===== src/logic/load_port_pkg.sv =====
// constants and types for the sequential display load port
package load_port_pkg;
  localparam int unsigned BUS_W        = 8;     // input bus width
  localparam int unsigned DIGITS       = 8;     // digit memory depth
  localparam int unsigned PTR_W        = 3;     // digit pointer width
  // configuration word bit positions
  localparam int unsigned CFG_FOLLOW_BIT  = 7;  // data follows
  localparam int unsigned CFG_CHARSET_BIT = 6;  // 1 = hex, 0 = alternate set
  localparam int unsigned CFG_DECODE_BIT  = 5;  // 1 = decode, 0 = raw
  localparam int unsigned CFG_ACTIVE_BIT  = 4;  // 1 = active, 0 = shutdown
  // raw byte bit positions
  localparam int unsigned RAW_DP_BIT   = 7;
  localparam int unsigned RAW_A_BIT    = 6;
  localparam int unsigned RAW_B_BIT    = 5;
  localparam int unsigned RAW_C_BIT    = 4;
  localparam int unsigned RAW_E_BIT    = 3;
  localparam int unsigned RAW_G_BIT    = 2;
  localparam int unsigned RAW_F_BIT    = 1;
  localparam int unsigned RAW_D_BIT    = 0;
  // reset values
  localparam logic [7:0] MEM_RST       = 8'h00;
  localparam logic [2:0] PTR_RST       = 3'h0;
  localparam logic       SHUT_RST      = 1'b1;  // dark until configured
  localparam logic       DECODE_RST    = 1'b0;
  localparam logic       CHARSET_RST   = 1'b1;
  typedef enum logic [1:0] {LOAD_IDLE, LOAD_FILL, LOAD_FULL} load_state_t;
endpackage : load_port_pkg


===== src/logic/strobe_if.sv =====
// carrier for a qualified write event between strobe front end and core
`timescale 1ns/1ps
interface strobe_if;
  logic       wr_evt;   // one-cycle pulse on strobe fall
  logic       mode;     // mode line sampled with the event
  logic [7:0] data;     // bus sampled with the event
  modport src (output wr_evt, output mode, output data);
  modport dst (input wr_evt, input mode, input data);
endinterface : strobe_if


===== src/logic/strobe_front.sv =====
// edge detector that turns the write strobe into one-cycle events
`timescale 1ns/1ps
module strobe_front
  import load_port_pkg::*;
(
  input  wire logic             ref_clk,     // system clock
  input  wire logic             reset,       // sync reset, high
  input  wire logic             wr_n,        // write strobe, low active
  input  wire logic             mode_in,     // mode select line
  input  wire logic [BUS_W-1:0] bus_in,      // input_bus_bits
  strobe_if.src                 evt          // qualified event out
);
  logic wr_n_r;
  logic fall;

  // one event per low pulse; a long low pulse still counts once
  assign fall = wr_n_r & ~wr_n;

  always_ff @(posedge ref_clk) begin
    if (reset) begin
      wr_n_r <= 1'b1;
    end else begin
      wr_n_r <= wr_n;
    end
  end

  // capture bus and mode with the edge, hold otherwise
  always_ff @(posedge ref_clk) begin
    if (reset) begin
      evt.wr_evt <= 1'b0;
      evt.mode   <= 1'b0;
      evt.data   <= 8'h00;
    end else begin
      evt.wr_evt <= fall;
      if (fall) begin
        evt.mode <= mode_in;
        evt.data <= bus_in;
      end
    end
  end

  strobe_single_a: assert property (@(posedge ref_clk) disable iff (reset)
    evt.wr_evt |=> !evt.wr_evt)
    else $error("write event lasted more than one cycle");
endmodule // strobe_front


===== src/logic/seq_display_load.sv =====
// sequential-load display port: config word, digit memory, raw segment view
//
// Notes on behaviour
// - one 8-bit bus carries config and data; each transfer is one strobe pulse
// - mode high at strobe: bus is latched as configuration word
// - mode low at strobe: bus is a display byte for digit memory
// - each display byte goes to next location; pointer advances by itself
// - after eight bytes, display bytes are ignored until a new config word with data-follows
// - raw mode: each stored bit drives one LED, eight per digit
// - config word holds decode, charset, shutdown and data-follows bits
// - raw bits seven to zero map to dp, a, b, c, e, g, f, d
// - one lights a segment, except decimal point which lights on zero
// - shutdown blanks outputs but memory writes still land
`timescale 1ns/1ps
module seq_display_load
  import load_port_pkg::*;
#(
  parameter int unsigned DEPTH = DIGITS   // digit memory locations
)(
  input  wire logic             ref_clk,     // 200 MHz clock
  input  wire logic             reset,       // sync reset, high
  input  wire logic             wr_n,        // write strobe, low active
  input  wire logic             mode_sel,    // high = config word
  input  wire logic [BUS_W-1:0] input_bus_bits, // shared data bus
  input  wire logic [PTR_W-1:0] view_digit,  // digit to present on seg outputs
  output logic      [7:0]       seg_on,      // lit segments {dp,g,f,e,d,c,b,a}
  output logic                  shutdown,    // display sections off
  output logic                  decode_en,   // decoder in use
  output logic                  charset_select, // 1 = hex set
  output logic                  loading,     // bytes still accepted
  output logic      [PTR_W-1:0] load_ptr     // next location to fill
);
  // front-end event carrier, sequencer state, storage and config latches
  strobe_if evt ();
  load_state_t state_r, state_nxt;
  logic [7:0]       mem_r [DEPTH];
  logic [PTR_W-1:0] ptr_r, ptr_nxt;
  logic             shut_r, dec_r, cs_r;
  logic             cfg_wr, data_wr, store, last_slot, follow;
  logic [7:0]       raw;

  strobe_front u_front (
    .ref_clk (ref_clk),
    .reset   (reset),
    .wr_n    (wr_n),
    .mode_in (mode_sel),
    .bus_in  (input_bus_bits),
    .evt     (evt)
  );

  // event decode
  assign cfg_wr    = evt.wr_evt & evt.mode;
  assign data_wr   = evt.wr_evt & ~evt.mode;
  assign follow    = evt.data[CFG_FOLLOW_BIT];
  // stores continue in shutdown, only the display is gated
  assign store     = data_wr & (state_r == LOAD_FILL);
  assign last_slot = (ptr_r == PTR_W'(DEPTH - 1));

  // load sequencer: idle until a config with data-follows
  // a config word without data-follows stops loading at once
  always_comb begin
    state_nxt = state_r;
    ptr_nxt   = ptr_r;
    case (state_r)
      LOAD_IDLE, LOAD_FULL: begin
        if (cfg_wr && follow) begin
          state_nxt = LOAD_FILL;
          ptr_nxt   = PTR_RST;
        end
      end
      LOAD_FILL: begin
        if (cfg_wr && follow) begin
          ptr_nxt = PTR_RST;
        end else if (cfg_wr) begin
          state_nxt = LOAD_IDLE;
        end else if (store) begin
          ptr_nxt = ptr_r + PTR_W'(1);
          if (last_slot) begin
            state_nxt = LOAD_FULL;
            ptr_nxt   = PTR_RST;                         // park at zero for any depth
          end
        end
      end
      default: begin
        state_nxt = LOAD_IDLE;
        ptr_nxt   = PTR_RST;
      end
    endcase
  end

  // sequencer registers
  always_ff @(posedge ref_clk) begin
    if (reset) begin
      state_r <= LOAD_IDLE;
      ptr_r   <= PTR_RST;
    end else begin
      state_r <= state_nxt;
      ptr_r   <= ptr_nxt;
    end
  end

  // configuration word latch
  always_ff @(posedge ref_clk) begin
    if (reset) begin
      shut_r <= SHUT_RST;
      dec_r  <= DECODE_RST;
      cs_r   <= CHARSET_RST;
    end else if (cfg_wr) begin
      shut_r <= ~evt.data[CFG_ACTIVE_BIT];
      dec_r  <= evt.data[CFG_DECODE_BIT];
      cs_r   <= evt.data[CFG_CHARSET_BIT];
    end
  end

  // digit memory, no reset on the array so it maps to plain storage
  // writes land in shutdown too; only the view below is blanked
  always_ff @(posedge ref_clk) begin
    if (store) begin
      mem_r[ptr_r] <= evt.data;
    end
  end

  // raw segment view; decoded character sets are drawn elsewhere
  // view_digit is a free read port, so any digit can be shown any time outside shutdown
  assign raw = mem_r[view_digit];

  // segment register: one stage so the outputs never show decode glitches,
  // at the cost of one cycle between view_digit and seg_on
  always_ff @(posedge ref_clk) begin
    if (reset) begin
      seg_on <= MEM_RST;
    end else if (shut_r) begin
      seg_on <= 8'h00;
    end else begin
      seg_on <= {~raw[RAW_DP_BIT],
                 raw[RAW_G_BIT], raw[RAW_F_BIT], raw[RAW_E_BIT],
                 raw[RAW_D_BIT], raw[RAW_C_BIT], raw[RAW_B_BIT], raw[RAW_A_BIT]};
    end
  end

  // status outputs straight from the registers
  assign shutdown       = shut_r;
  assign decode_en      = dec_r;
  assign charset_select = cs_r;
  assign loading        = (state_r == LOAD_FILL);
  assign load_ptr       = ptr_r;

  // checks; each property but ptr_range_a looks one edge past the event that it guards,
  // since every state, pointer and config change is registered on that edge

  // load sequencing
  ptr_advance_a: assert property (@(posedge ref_clk) disable iff (reset)
    store && !last_slot |=> ptr_r == $past(ptr_r) + PTR_W'(1))
    else $error("pointer did not advance after a stored byte");
  full_ignore_a: assert property (@(posedge ref_clk) disable iff (reset)
    state_r == LOAD_FULL && !cfg_wr |=> state_r == LOAD_FULL && ptr_r == PTR_RST)
    else $error("full state left without a config word");
  eighth_full_a: assert property (@(posedge ref_clk) disable iff (reset)
    store && last_slot && !cfg_wr |=> state_r == LOAD_FULL)
    else $error("eighth byte did not close loading");
  full_entry_a: assert property (@(posedge ref_clk) disable iff (reset)
    store && last_slot |=> !loading && ptr_r == PTR_RST)
    else $error("pointer not parked after the last byte");
  cfg_rewind_a: assert property (@(posedge ref_clk) disable iff (reset)
    cfg_wr && follow |=> ptr_r == PTR_RST && loading)
    else $error("data-follows config did not rewind pointer");
  store_slot_a: assert property (@(posedge ref_clk) disable iff (reset)
    store |=> mem_r[$past(ptr_r)] == $past(evt.data))
    else $error("display byte not stored at the pointer");
  ptr_range_a: assert property (@(posedge ref_clk) disable iff (reset)
    ptr_r <= PTR_W'(DEPTH - 1))
    else $error("pointer beyond the last digit location");
  fill_hold_a: assert property (@(posedge ref_clk) disable iff (reset)
    loading && !evt.wr_evt |=> loading && $stable(ptr_r))
    else $error("pointer moved without a write");
  refuse_idle_a: assert property (@(posedge ref_clk) disable iff (reset)
    data_wr && !loading |=> !loading && $stable(ptr_r))
    else $error("display byte taken while not loading");

  // configuration
  cfg_latch_a: assert property (@(posedge ref_clk) disable iff (reset)
    cfg_wr |=> shutdown == !$past(evt.data[CFG_ACTIVE_BIT])
           && decode_en == $past(evt.data[CFG_DECODE_BIT]))
    else $error("config bits not latched");
  cs_latch_a: assert property (@(posedge ref_clk) disable iff (reset)
    cfg_wr |=> charset_select == $past(evt.data[CFG_CHARSET_BIT]))
    else $error("character set bit not latched");
  cfg_keep_a: assert property (@(posedge ref_clk) disable iff (reset)
    !cfg_wr |=> $stable(shutdown) && $stable(decode_en) && $stable(charset_select))
    else $error("configuration changed without a config word");
  data_no_cfg_a: assert property (@(posedge ref_clk) disable iff (reset)
    data_wr |=> $stable(shutdown) && $stable(decode_en))
    else $error("display byte altered configuration");
  cfg_stop_a: assert property (@(posedge ref_clk) disable iff (reset)
    cfg_wr && !follow |=> !loading)
    else $error("config without data-follows left loading on");

  // segment view
  shut_dark_a: assert property (@(posedge ref_clk) disable iff (reset)
    shut_r |=> seg_on == 8'h00)
    else $error("segments lit during shutdown");
  raw_map_a: assert property (@(posedge ref_clk) disable iff (reset)
    !shut_r |=> seg_on[7] == !$past(raw[RAW_DP_BIT])
             && seg_on[0] == $past(raw[RAW_A_BIT]))
    else $error("raw segment mapping wrong");
  raw_mid_a: assert property (@(posedge ref_clk) disable iff (reset)
    !shut_r |=> seg_on[6:1] == {$past(raw[RAW_G_BIT]), $past(raw[RAW_F_BIT]),
                                $past(raw[RAW_E_BIT]), $past(raw[RAW_D_BIT]),
                                $past(raw[RAW_C_BIT]), $past(raw[RAW_B_BIT])})
    else $error("raw segment mapping wrong in the middle bits");

  // main scenarios reached
  fill_all_c: cover property (@(posedge ref_clk) disable iff (reset)
    loading ##1 state_r == LOAD_FULL);
  shut_store_c: cover property (@(posedge ref_clk) disable iff (reset)
    store && shut_r);
  ignore_c: cover property (@(posedge ref_clk) disable iff (reset)
    state_r == LOAD_FULL && data_wr);
  rewind_c: cover property (@(posedge ref_clk) disable iff (reset)
    loading && cfg_wr && follow);
  cfg_stop_c: cover property (@(posedge ref_clk) disable iff (reset)
    loading && cfg_wr && !follow);
endmodule // seq_display_load


===== config.mk =====
export PLATFORM = sky130hd
export DESIGN_NAME = seq_display_load
export DESIGN_NICKNAME = d
export VERILOG_FILES = /design/src/logic/load_port_pkg.sv /design/src/logic/strobe_if.sv /design/src/logic/strobe_front.sv /design/src/logic/seq_display_load.sv
export SDC_FILE = /design/constraint.sdc
export NUM_CORES = 1
export LEC_CHECK = 0
export BUFFER_PORTS_ARGS = -buffer_cell sky130_fd_sc_hd__buf_2
export CORE_MARGIN = 2
export CORE_UTILIZATION = 61
export CTS_BUF_LIST = sky130_fd_sc_hd__clkbuf_4 sky130_fd_sc_hd__clkbuf_8
export DETAILED_ROUTE_END_ITERATION = 8
export PLACE_DENSITY_LB_ADDON = 0.12
export SETUP_SLACK_MARGIN = 0.1
export SLEW_MARGIN = 20
export SYNTH_ARGS = -nofsm -noshare
export SYNTH_HDL_FRONTEND = slang
export SYNTH_SLANG_ARGS = --single-unit

===== constraint.sdc =====
create_clock -name ref_clk -period 2.05 [get_ports ref_clk]
set_clock_uncertainty 0.05 [all_clocks]
set_input_delay 0.1025 -clock ref_clk [delete_from_list [all_inputs] [get_ports ref_clk]]
set_output_delay 0.1025 -clock ref_clk [all_outputs]
set_load 0.01 [all_outputs]

; Yosys cells after proc, flatten, opt, wreduce, memory -nomap -nowiden
; Memories as Yosys holds them, arrays and structs flattened.
; Cells that the tools add are included.
[word_totals]
out_inout_bits = 15
regBits = 27
mem_bits_rw = 64
in_bits = 15
wordCells = 49
memories = 1
[mem_list]
columns = name, depth, width, read_ports, rd_ports_with_merged_regs, write_ports, line
row1 = mem_r, 8, 8, 1, 0, 1, seq_display_load.sv:36  ; logic [7:0] mem_r [DEPTH];
[op_classes]
bitwise = 8
n_reduce_logical = 6
eq_ne = 9
n_addsub = 1
n_mux = 14
[op_table]
columns = operator, count
row1 = $mux W3, 5
row2 = $mux W2, 5
row3 = $ne A3 B1 Y1 const B, 3
row4 = $pmux W3 S2, 1
row5 = $and A1 B1 Y1, 4
row6 = $ne A2 B2 Y1 const B, 2
row7 = $not A1 Y1, 4
row8 = $pmux W2 S2, 1
row9 = $reduce_and A4 Y1, 1
row10 = $reduce_or A2 Y1, 2
row11 = $add A3 B1 Y3 const B, 1
row12 = $eq A3 B3 Y1 const B, 1
row13 = $ne A3 B2 Y1 const B, 1
row14 = $reduce_and A3 Y1, 1
row15 = $eq A2 B1 Y1 const B, 1
row16 = $eq A2 B2 Y1 const B, 1
row17 = $logic_not A2 Y1, 1
row18 = $mux W1, 2
row19 = $logic_and A1 B1 Y1, 1

; Logic depth before layout (Yosys ltp)
; Gate-level depths: netlist of the first run.
[logic_depth]
word_depth = 7
mapped_depth = 6
depth_no_buf = 6

; Hierarchy
; From an unflattened synthesis of the first run, not the netlist that was laid out.
[unflattened]
hier_cells = 263
area_unflattened_um2 = 3642.2
[modules_own_cells]
columns = module, cells_each, seq_area_each_um2, area_per_inst_um2, n_inst
row1 = seq_display_load, 218, 2242.2, 3179.3, 1
row2 = strobe_front, 45, 220.2, 462.9, 1

; Least setup slack after synthesis of the first run
; Ideal clock, no wire load.
[synth_path]
kind = flip-flop to flip-flop
from = reg u_front.evt.mode
to = mem mem_r[1][0] (enable)
required_ns = 1.617
arrival_ns = 1.370
path_stages_with_launch = 5
setup_time_ns = 0.383
period_less_slack_ns = 1.803
n_path_buf = 1
slack_ns = 0.247
path_cell_list = dfxtp_1 -> buf_2 -> nor2_1 -> nand4_1 -> nor3_1
[synth_via]
elab_chain_cells = 5
[synth_lines]
columns = item, line
row1 = start: declaration, strobe_if.sv:7  ; modport src (output wr_evt, output mode, output data);
row2 = start signal: assignment, strobe_front.sv:36  ; evt.mode <= mode_in;
row3 = $not A1 Y1, seq_display_load.sv:53  ; assign data_wr = evt.wr_evt & ~evt.mode;
row4 = $and A1 B1 Y1, seq_display_load.sv:53
row5 = $and A1 B1 Y1, seq_display_load.sv:56  ; assign store = data_wr & (state_r == LOAD_FILL);
row6 = $mux W1, seq_display_load.sv:118  ; if (store) begin
row7 = $mux W1 (implied by the code), seq_display_load.sv:119  ; mem_r[ptr_r] <= evt.data;
row8 = end: declaration, seq_display_load.sv:36
; No other way between the ends.

; Final worst setup path of the first run
[layout_path]
from = reg state_r[0]
to = mem mem_r[1][1] (enable)
[layout_via]
elab_chain_cells = 4
[layout_lines]
columns = item, line
row1 = start: declaration, seq_display_load.sv:35  ; load_state_t state_r, state_nxt;
row2 = start signal: assignment, seq_display_load.sv:97  ; state_r <= state_nxt;
row3 = $eq A2 B1 Y1, seq_display_load.sv:56
row4 = $and A1 B1 Y1, seq_display_load.sv:56
row5 = $mux W1, seq_display_load.sv:118
row6 = $mux W1 (implied by the code), seq_display_load.sv:119
; No other way between the ends.

==> results of run 1 <==
-- power groups by stage --
stage	Combinational [mW]	Sequential (mW)	Clock [mW]
2_1_floorplan	0.105	2.04	0
3_3_place_gp	0.133	2.05	0
3_5_place_dp	0.135	2.05	0
4_1_cts	0.150	2.01	1.17
5_1_grt	0.166	2.02	1.23
6_report	0.150	2.01	1.15
-- cell usage after synthesis, types with 2 or more instances --
cell type	count	area, um^2
buf_1	3	11.3
dfxtp_1	27	541
ha_1	2	25.0
edfxtp_1	64	1920
buf_2	4	20.0
nand2b_1	5	31.3
nand2_1	40	150
nor2b_1	14	87.6
nor2_1	13	48.8
o21a_1	2	15.0
nor3_2	7	70.1
a22oi_1	8	60.1
a211o_1	2	17.5
nor3_1	2	10.0
nand3_1	4	20.0
buf_4	3	22.5
clkbuf_1	4	15.0
o21ai_0	4	20.0
mux2i_1	24	240
a211oi_1	9	67.6
a21oi_1	15	75.1
-- metrics by stage --
step | worst slack, ns | cell area (um^2) | hold WS, ns | power [mW] | util, %
after floorplan | 0.247 | 3560 | 0.131 | 2.14 | -
after global placement | 0.563 | 3790 | 0.282 | 2.19 | 68.0
after detailed placement | 0.482 | 3790 | 0.290 | 2.19 | 68.0
after CTS | 0.451 | 4080 | 0.0329 | 3.34 | 73.3
after global routing | 0.318 | 4080 | 0.0472 | 3.41 | 73.3
final | 0.439 | 4080 | 0.0458 | 3.31 | 73.3
-- final cells by class --
type,instances,area [um^2],share of cell area (%)
timing repair buffer,49,333,8.15
clock inverter,7,68.8,1.69
tap,72,90.1,2.21
clock buffer,9,124,3.03
multi-input combinational,160,1000,24.5
inverter,1,3.75,0.0919
sequential,91,2460,60.3
-- registers in the layout (all words and copies together), names as in the netlist --
| name | flops |
|---|---|
| u_front.evt.wr_evt | 1 |
| load_ptr | 3 |
| u_front.evt.mode | 1 |
| state_r | 2 |
| u_front.evt.data | 8 |
| u_front.wr_n_r | 1 |
| shutdown | 1 |
| charset_select | 1 |
| seg_on | 8 |
| decode_en | 1 |
| mem_r | 64 |
-- cells by family (layout without fill, tap and decap cells) --
logic type	after synthesis	after routing	synth area share (%)
simple gates	91	91	12.9
mux	24	24	6.75
fa+ha+maj	2	2	0.703
buf+inv	16	66	2.60
flops	91	91	69.2
compound gates	43	43	7.84
-- path summary, 6_finish.rpt --
check	startpoint	to	slack, ns	cells after the start
worst min-delay path	reset	u_front.evt.data[6]	0.05	2
worst max-delay path	state_r[0]	mem_r[1][1]	0.44	3
worst min register to register	u_front.wr_n_r	u_front.evt.wr_evt	0.41	2
worst max register to register	state_r[0]	mem_r[1][1]	0.44	3
-- worst max-delay path, delay by kind of cell (launching register included) --
kind	cells	cell delay [ns]
AND/OR/NAND/NOR	2	0.48
buffers and inverters	1	0.21
flip-flops	1	0.58
-- what timing repair did --
item	CTS	global route
hold endpoints to repair	11	0
setup buffers	0	0
hold buffers	10	0
-- routing by layer --
layer	routed length, um	GRT usage (%)	vias to the layer above
met5	0	0	-
met4	56	6.10	0
met3	223	4.83	6
met2	3260	36.8	49
met1	2830	27.2	983
li1	-	-	1061
==> impl_metrics.toml, run 1 <==
[pwr]
clockPowerShare_pct = 34.7
netSwitchingPower_uw = 785
sequentialPowerShare_pct = 60.8
p_leak_nw = 1.54
swShare_pct = 23.7
combPwrFrac_pct = 4.5
irDropWorstVdd_v = 0.000553
p_per_area_mw_per_mm2 = 810
p_int_mw = 2.52

[die]
num_rows = 27
die_h_um = 80.4
core_area_mm2 = 0.00557
initial_utilization_pct = 63.8
io_pins = 30
die-width_um = 80.4
die_area_mm2 = 0.00646

[worst_hold_path]
hp-class = "input pin to flip-flop"

[worst_setup_path]
end_kind = "flip-flop"
crit_type = "flip-flop to flip-flop"
slowest_stage = "dfxtp_1"
cp_data_required_time_ns = 2.06
startpoint_type = "flip-flop"
cp_slowest_stage_delay_ns = 0.58
path_max_fanout = 14
cp.arrival_ns = 1.62
crit_chain = "nand4_1, nor3_1, buf_4"

[timing]
setup_viol = 0
min_period_ns = 1.61
timing.final.crit_share_pct = 78.6
finalSetupTns_ns = 0
finalHoldViolCount = 0
tightest_slew_ns = 0.645
grt_setup_unrepaired = "no"
max_freq_mhz = 621
timing.slew.headroom_pct = 56.9
slew_viol_final = 0

[routing]
dr.pass1.iters = 4
wl_per_cell_um = 16.4
vias = 2099
drt_wl_total_um = 6360
via_per_inst = 5.40
antenna_left = 0
drt-initial-drc-count = 177
drc = 0

[synthesis]
syn_inst = 267
synth.avg_cell_area_um2 = 13.3
synth_edf_count = 64
yosysWarnings = 0
synthArstFlopShare_pct = 0
synth_fp_nets = 284
syn_area_mm2 = 0.00356
yosysSeqAreaShare_pct = 69.2
ys_ff_latch = 91
ys.flop_type = "edfxtp_1"
synth_cell_types = 32

[cells_and_area]
layout_commonest_cell = "edfxtp_1"
antenna-diode-count = 0
fin_cells = 389
drive_gt1_share_pct = 19.9
fillers = 385
area_growth_pct = 14.8
most-common-layout-cells = "64 x edfxtp_1, 40 x nand2_1, 29 x buf_2, 27 x dfxtp_1, 24 x mux2i_1"
final_nets = 329

[cts]
root_buffer = "clkbuf_8"
clkTransAtPathRegs_ns = 0.10
cts_tree = "yes"
htreeDepth = 3
cts.path.max_buffers = 2
clock-sinks = 91
cts_made_buffers = 9
ctsResizeCount = 0
clkLatencyLatePin_ns = 0.35

[global_routing]
grt-ovfl-total = 0
grt_pass1_wl_um = 9860
track_usage_pct = 21.4
antenna_found_initial = 0
grt_max_degree = 19
grt_pass1_vias = 1953

[placed_design]
hpwl_um = 4260
port_buffers = 29
gp_congestion = 0.850
dpl.cell_count = 363

[outcome]
status = "completed"

[run]
max_cap_viol_count = 0
Note: power is estimated with default switching activity, not from simulation.
==> run 2: changes to the inputs <==
- clock period: 2.05 -> 1.6 ns (I/O delays scaled with it)
==> run 2 against run 1 <==
Against the previous run: routed wire length is 2.6% higher; sequential share of layout area fell by 1.1 points; global-route usage grew 1.5 points.
==> impl_metrics.toml, run 2 (synthesis gave the netlist of run 1 again) <==
[outcome]
status = "completed"

[cts]
clkTransAtPathRegs_ns = 0.09
cts.path.max_buffers = 2
postCtsSetupBuffers = 0
root_buffer = "clkbuf_8"
cts_tree = "yes"
cts_made_buffers = 9
htreeDepth = 3
clkLatencyLatePin_ns = 0.35
clock-sinks = 91

[timing]
finalSetupTns_ns = 0
fin_ws_ns = 0.193
finalHoldViolCount = 0
tightest_slew_ns = 0.529
finalHoldWorstSlack_ns = 0.0261
slew_viol_final = 0
max_freq_mhz = 711
timing.slew.headroom_pct = 64.6
grt_setup_unrepaired = "no"
timing.final.crit_share_pct = 88.0
setup_viol = 0
min_period_ns = 1.41

[routing]
drt-initial-drc-count = 187
dr.pass1.iters = 4
drt_wl_total_um = 6530
vias = 2176
drc = 0
via_per_inst = 5.49
wl_per_cell_um = 16.5
antenna_left = 0

[cells_and_area]
reg_top3 = "mem_r (64), seg_on (8), u_front.evt.data (8)"
final_nets = 336
fillers = 363
area_growth_pct = 17.1
fin_util_pct = 74.7
most-common-layout-cells = "64 x edfxtp_1, 40 x nand2_1, 29 x buf_2, 26 x dfxtp_1, 24 x mux2i_1"
antenna-diode-count = 0
layout_commonest_cell = "edfxtp_1"
regMostFlops = "mem_r"
largest_reg_flops = 64
drive_gt1_share_pct = 23.1

[die]
num_rows = 27
die_area_mm2 = 0.00646
die-width_um = 80.4
io_pins = 30
die_h_um = 80.4
core_area_mm2 = 0.00557
initial_utilization_pct = 63.8

[placed_design]
hpwl_um = 4480
pre_cts_ws_ns = 0.208
port_buffers = 29
gp_congestion = 0.796

[worst_hold_path]
hp-class = "input pin to flip-flop"
hold-path-endpoint = "u_front.evt.data[2]"
holdCritStartpoint = "reset"
worstHoldPathCells = 2

[worst_setup_path]
reg2reg_to = "mem_r[1][0]"
crit_family = "simple AND/OR/NAND/NOR gates"
end_kind = "flip-flop"
rrSetupSlack_ns = 0.19
path_max_fanout = 8
slowest_stage = "dfxtp_1"
cp.arrival_ns = 1.43
r2r-start = "u_front.evt.mode"
startpoint_type = "flip-flop"
cp.buffers_inverters = 1
crit_type = "flip-flop to flip-flop"
crit_chain = "nor2_2, nand4_1, nor3_2, buf_6"
r2r_cells = 4
cp_slowest_stage_delay_ns = 0.33
cp_data_required_time_ns = 1.62

[global_routing]
antenna_found_initial = 0
grt_pass1_wl_um = 10500
grt_max_degree = 18
track_usage_pct = 22.9
grt-ovfl-total = 0
grt_pass1_vias = 2050

[pwr]
p_leak_nw = 1.59
p_per_area_mw_per_mm2 = 1040
total_power_mw = 4.32
irDropWorstVdd_v = 0.000837

[run]
max_cap_viol_count = 0
run 2: changes by cell type in the layout (fill, tap and decap cells not counted), moves of 2 or more:
cell and change:
nor3_2 +2, inv_8 -3, nor2_1 -2, nor3_1 -2, buf_4 +6, nor2_2 +2
run 2: area by class of cell:
| cell class | count | area, um^2 | area share (%) |
|---|---|---|---|
| clock buffers | 9 | 124 | 2.97 |
| clock inverters | 7 | 76.3 | 1.83 |
| inverters | 1 | 3.75 | 0.0901 |
| multi-input cells | 160 | 1020 | 24.4 |
| flip-flops and latches | 91 | 2460 | 59.2 |
| well taps | 72 | 90.1 | 2.16 |
| repair buffers | 56 | 389 | 9.34 |
run 2: worst register-to-register path, stage by stage (launching register included):
cell,delay (ns)
dfxtp_1,0.33
nor2_2,0.12
nand4_1,0.20
nor3_2,0.26
buf_6,0.17
run 2: report_power, final:
| part | switching [mW] | internal (mW) |
|---|---|---|
| clock | 0.804 | 0.733 |
| combinational | 0.120 | 0.0973 |
| sequential | 0.0345 | 2.53 |
| total | 0.958 | 3.36 |
run 2: worst max path at each step:
stage | slack [ns] | cells past startpoint | endpoint | from
6_report | 0.19 | 4 | mem_r[1][0] | u_front.evt.mode
3_5_place_dp | 0.21 | 5 | load_ptr[2] | load_ptr[1]
3_3_place_gp | 0.24 | 3 | mem_r[1][1] | load_ptr[0]
4_1_cts | 0.20 | 5 | load_ptr[2] | load_ptr[1]
5_1_grt | 0.11 | 4 | mem_r[1][5] | u_front.evt.mode
2_1_floorplan | 0.0003 | 4 | mem_r[3][0] | u_front.evt.mode
run 2: routing by layer:
metal | global-route usage (%) | vias up | wire (um)
met5 | 0 | - | 0
met4 | 10.5 | 0 | 159
met3 | 4.83 | 13 | 315
met2 | 36.7 | 59 | 3270
met1 | 30.3 | 1027 | 2780
li1 | - | 1077 | -
run 2: timing repair:
action / 4_1_cts / 5_1_grt
setup endpoints to repair: 0 / 10
resized for setup: 0 / 4
hold endpoints to repair: 11 / 0
hold buffers: 10 / 0
run 2: through the flow:
step | std cells | instance area [um^2]
3_5_place_dp | 370 | 3850
3_3_place_gp | 370 | 3850
2_1_floorplan | 267 | 3570
6_report | 396 | 4160
5_1_grt | 396 | 4160
4_1_cts | 396 | 4150
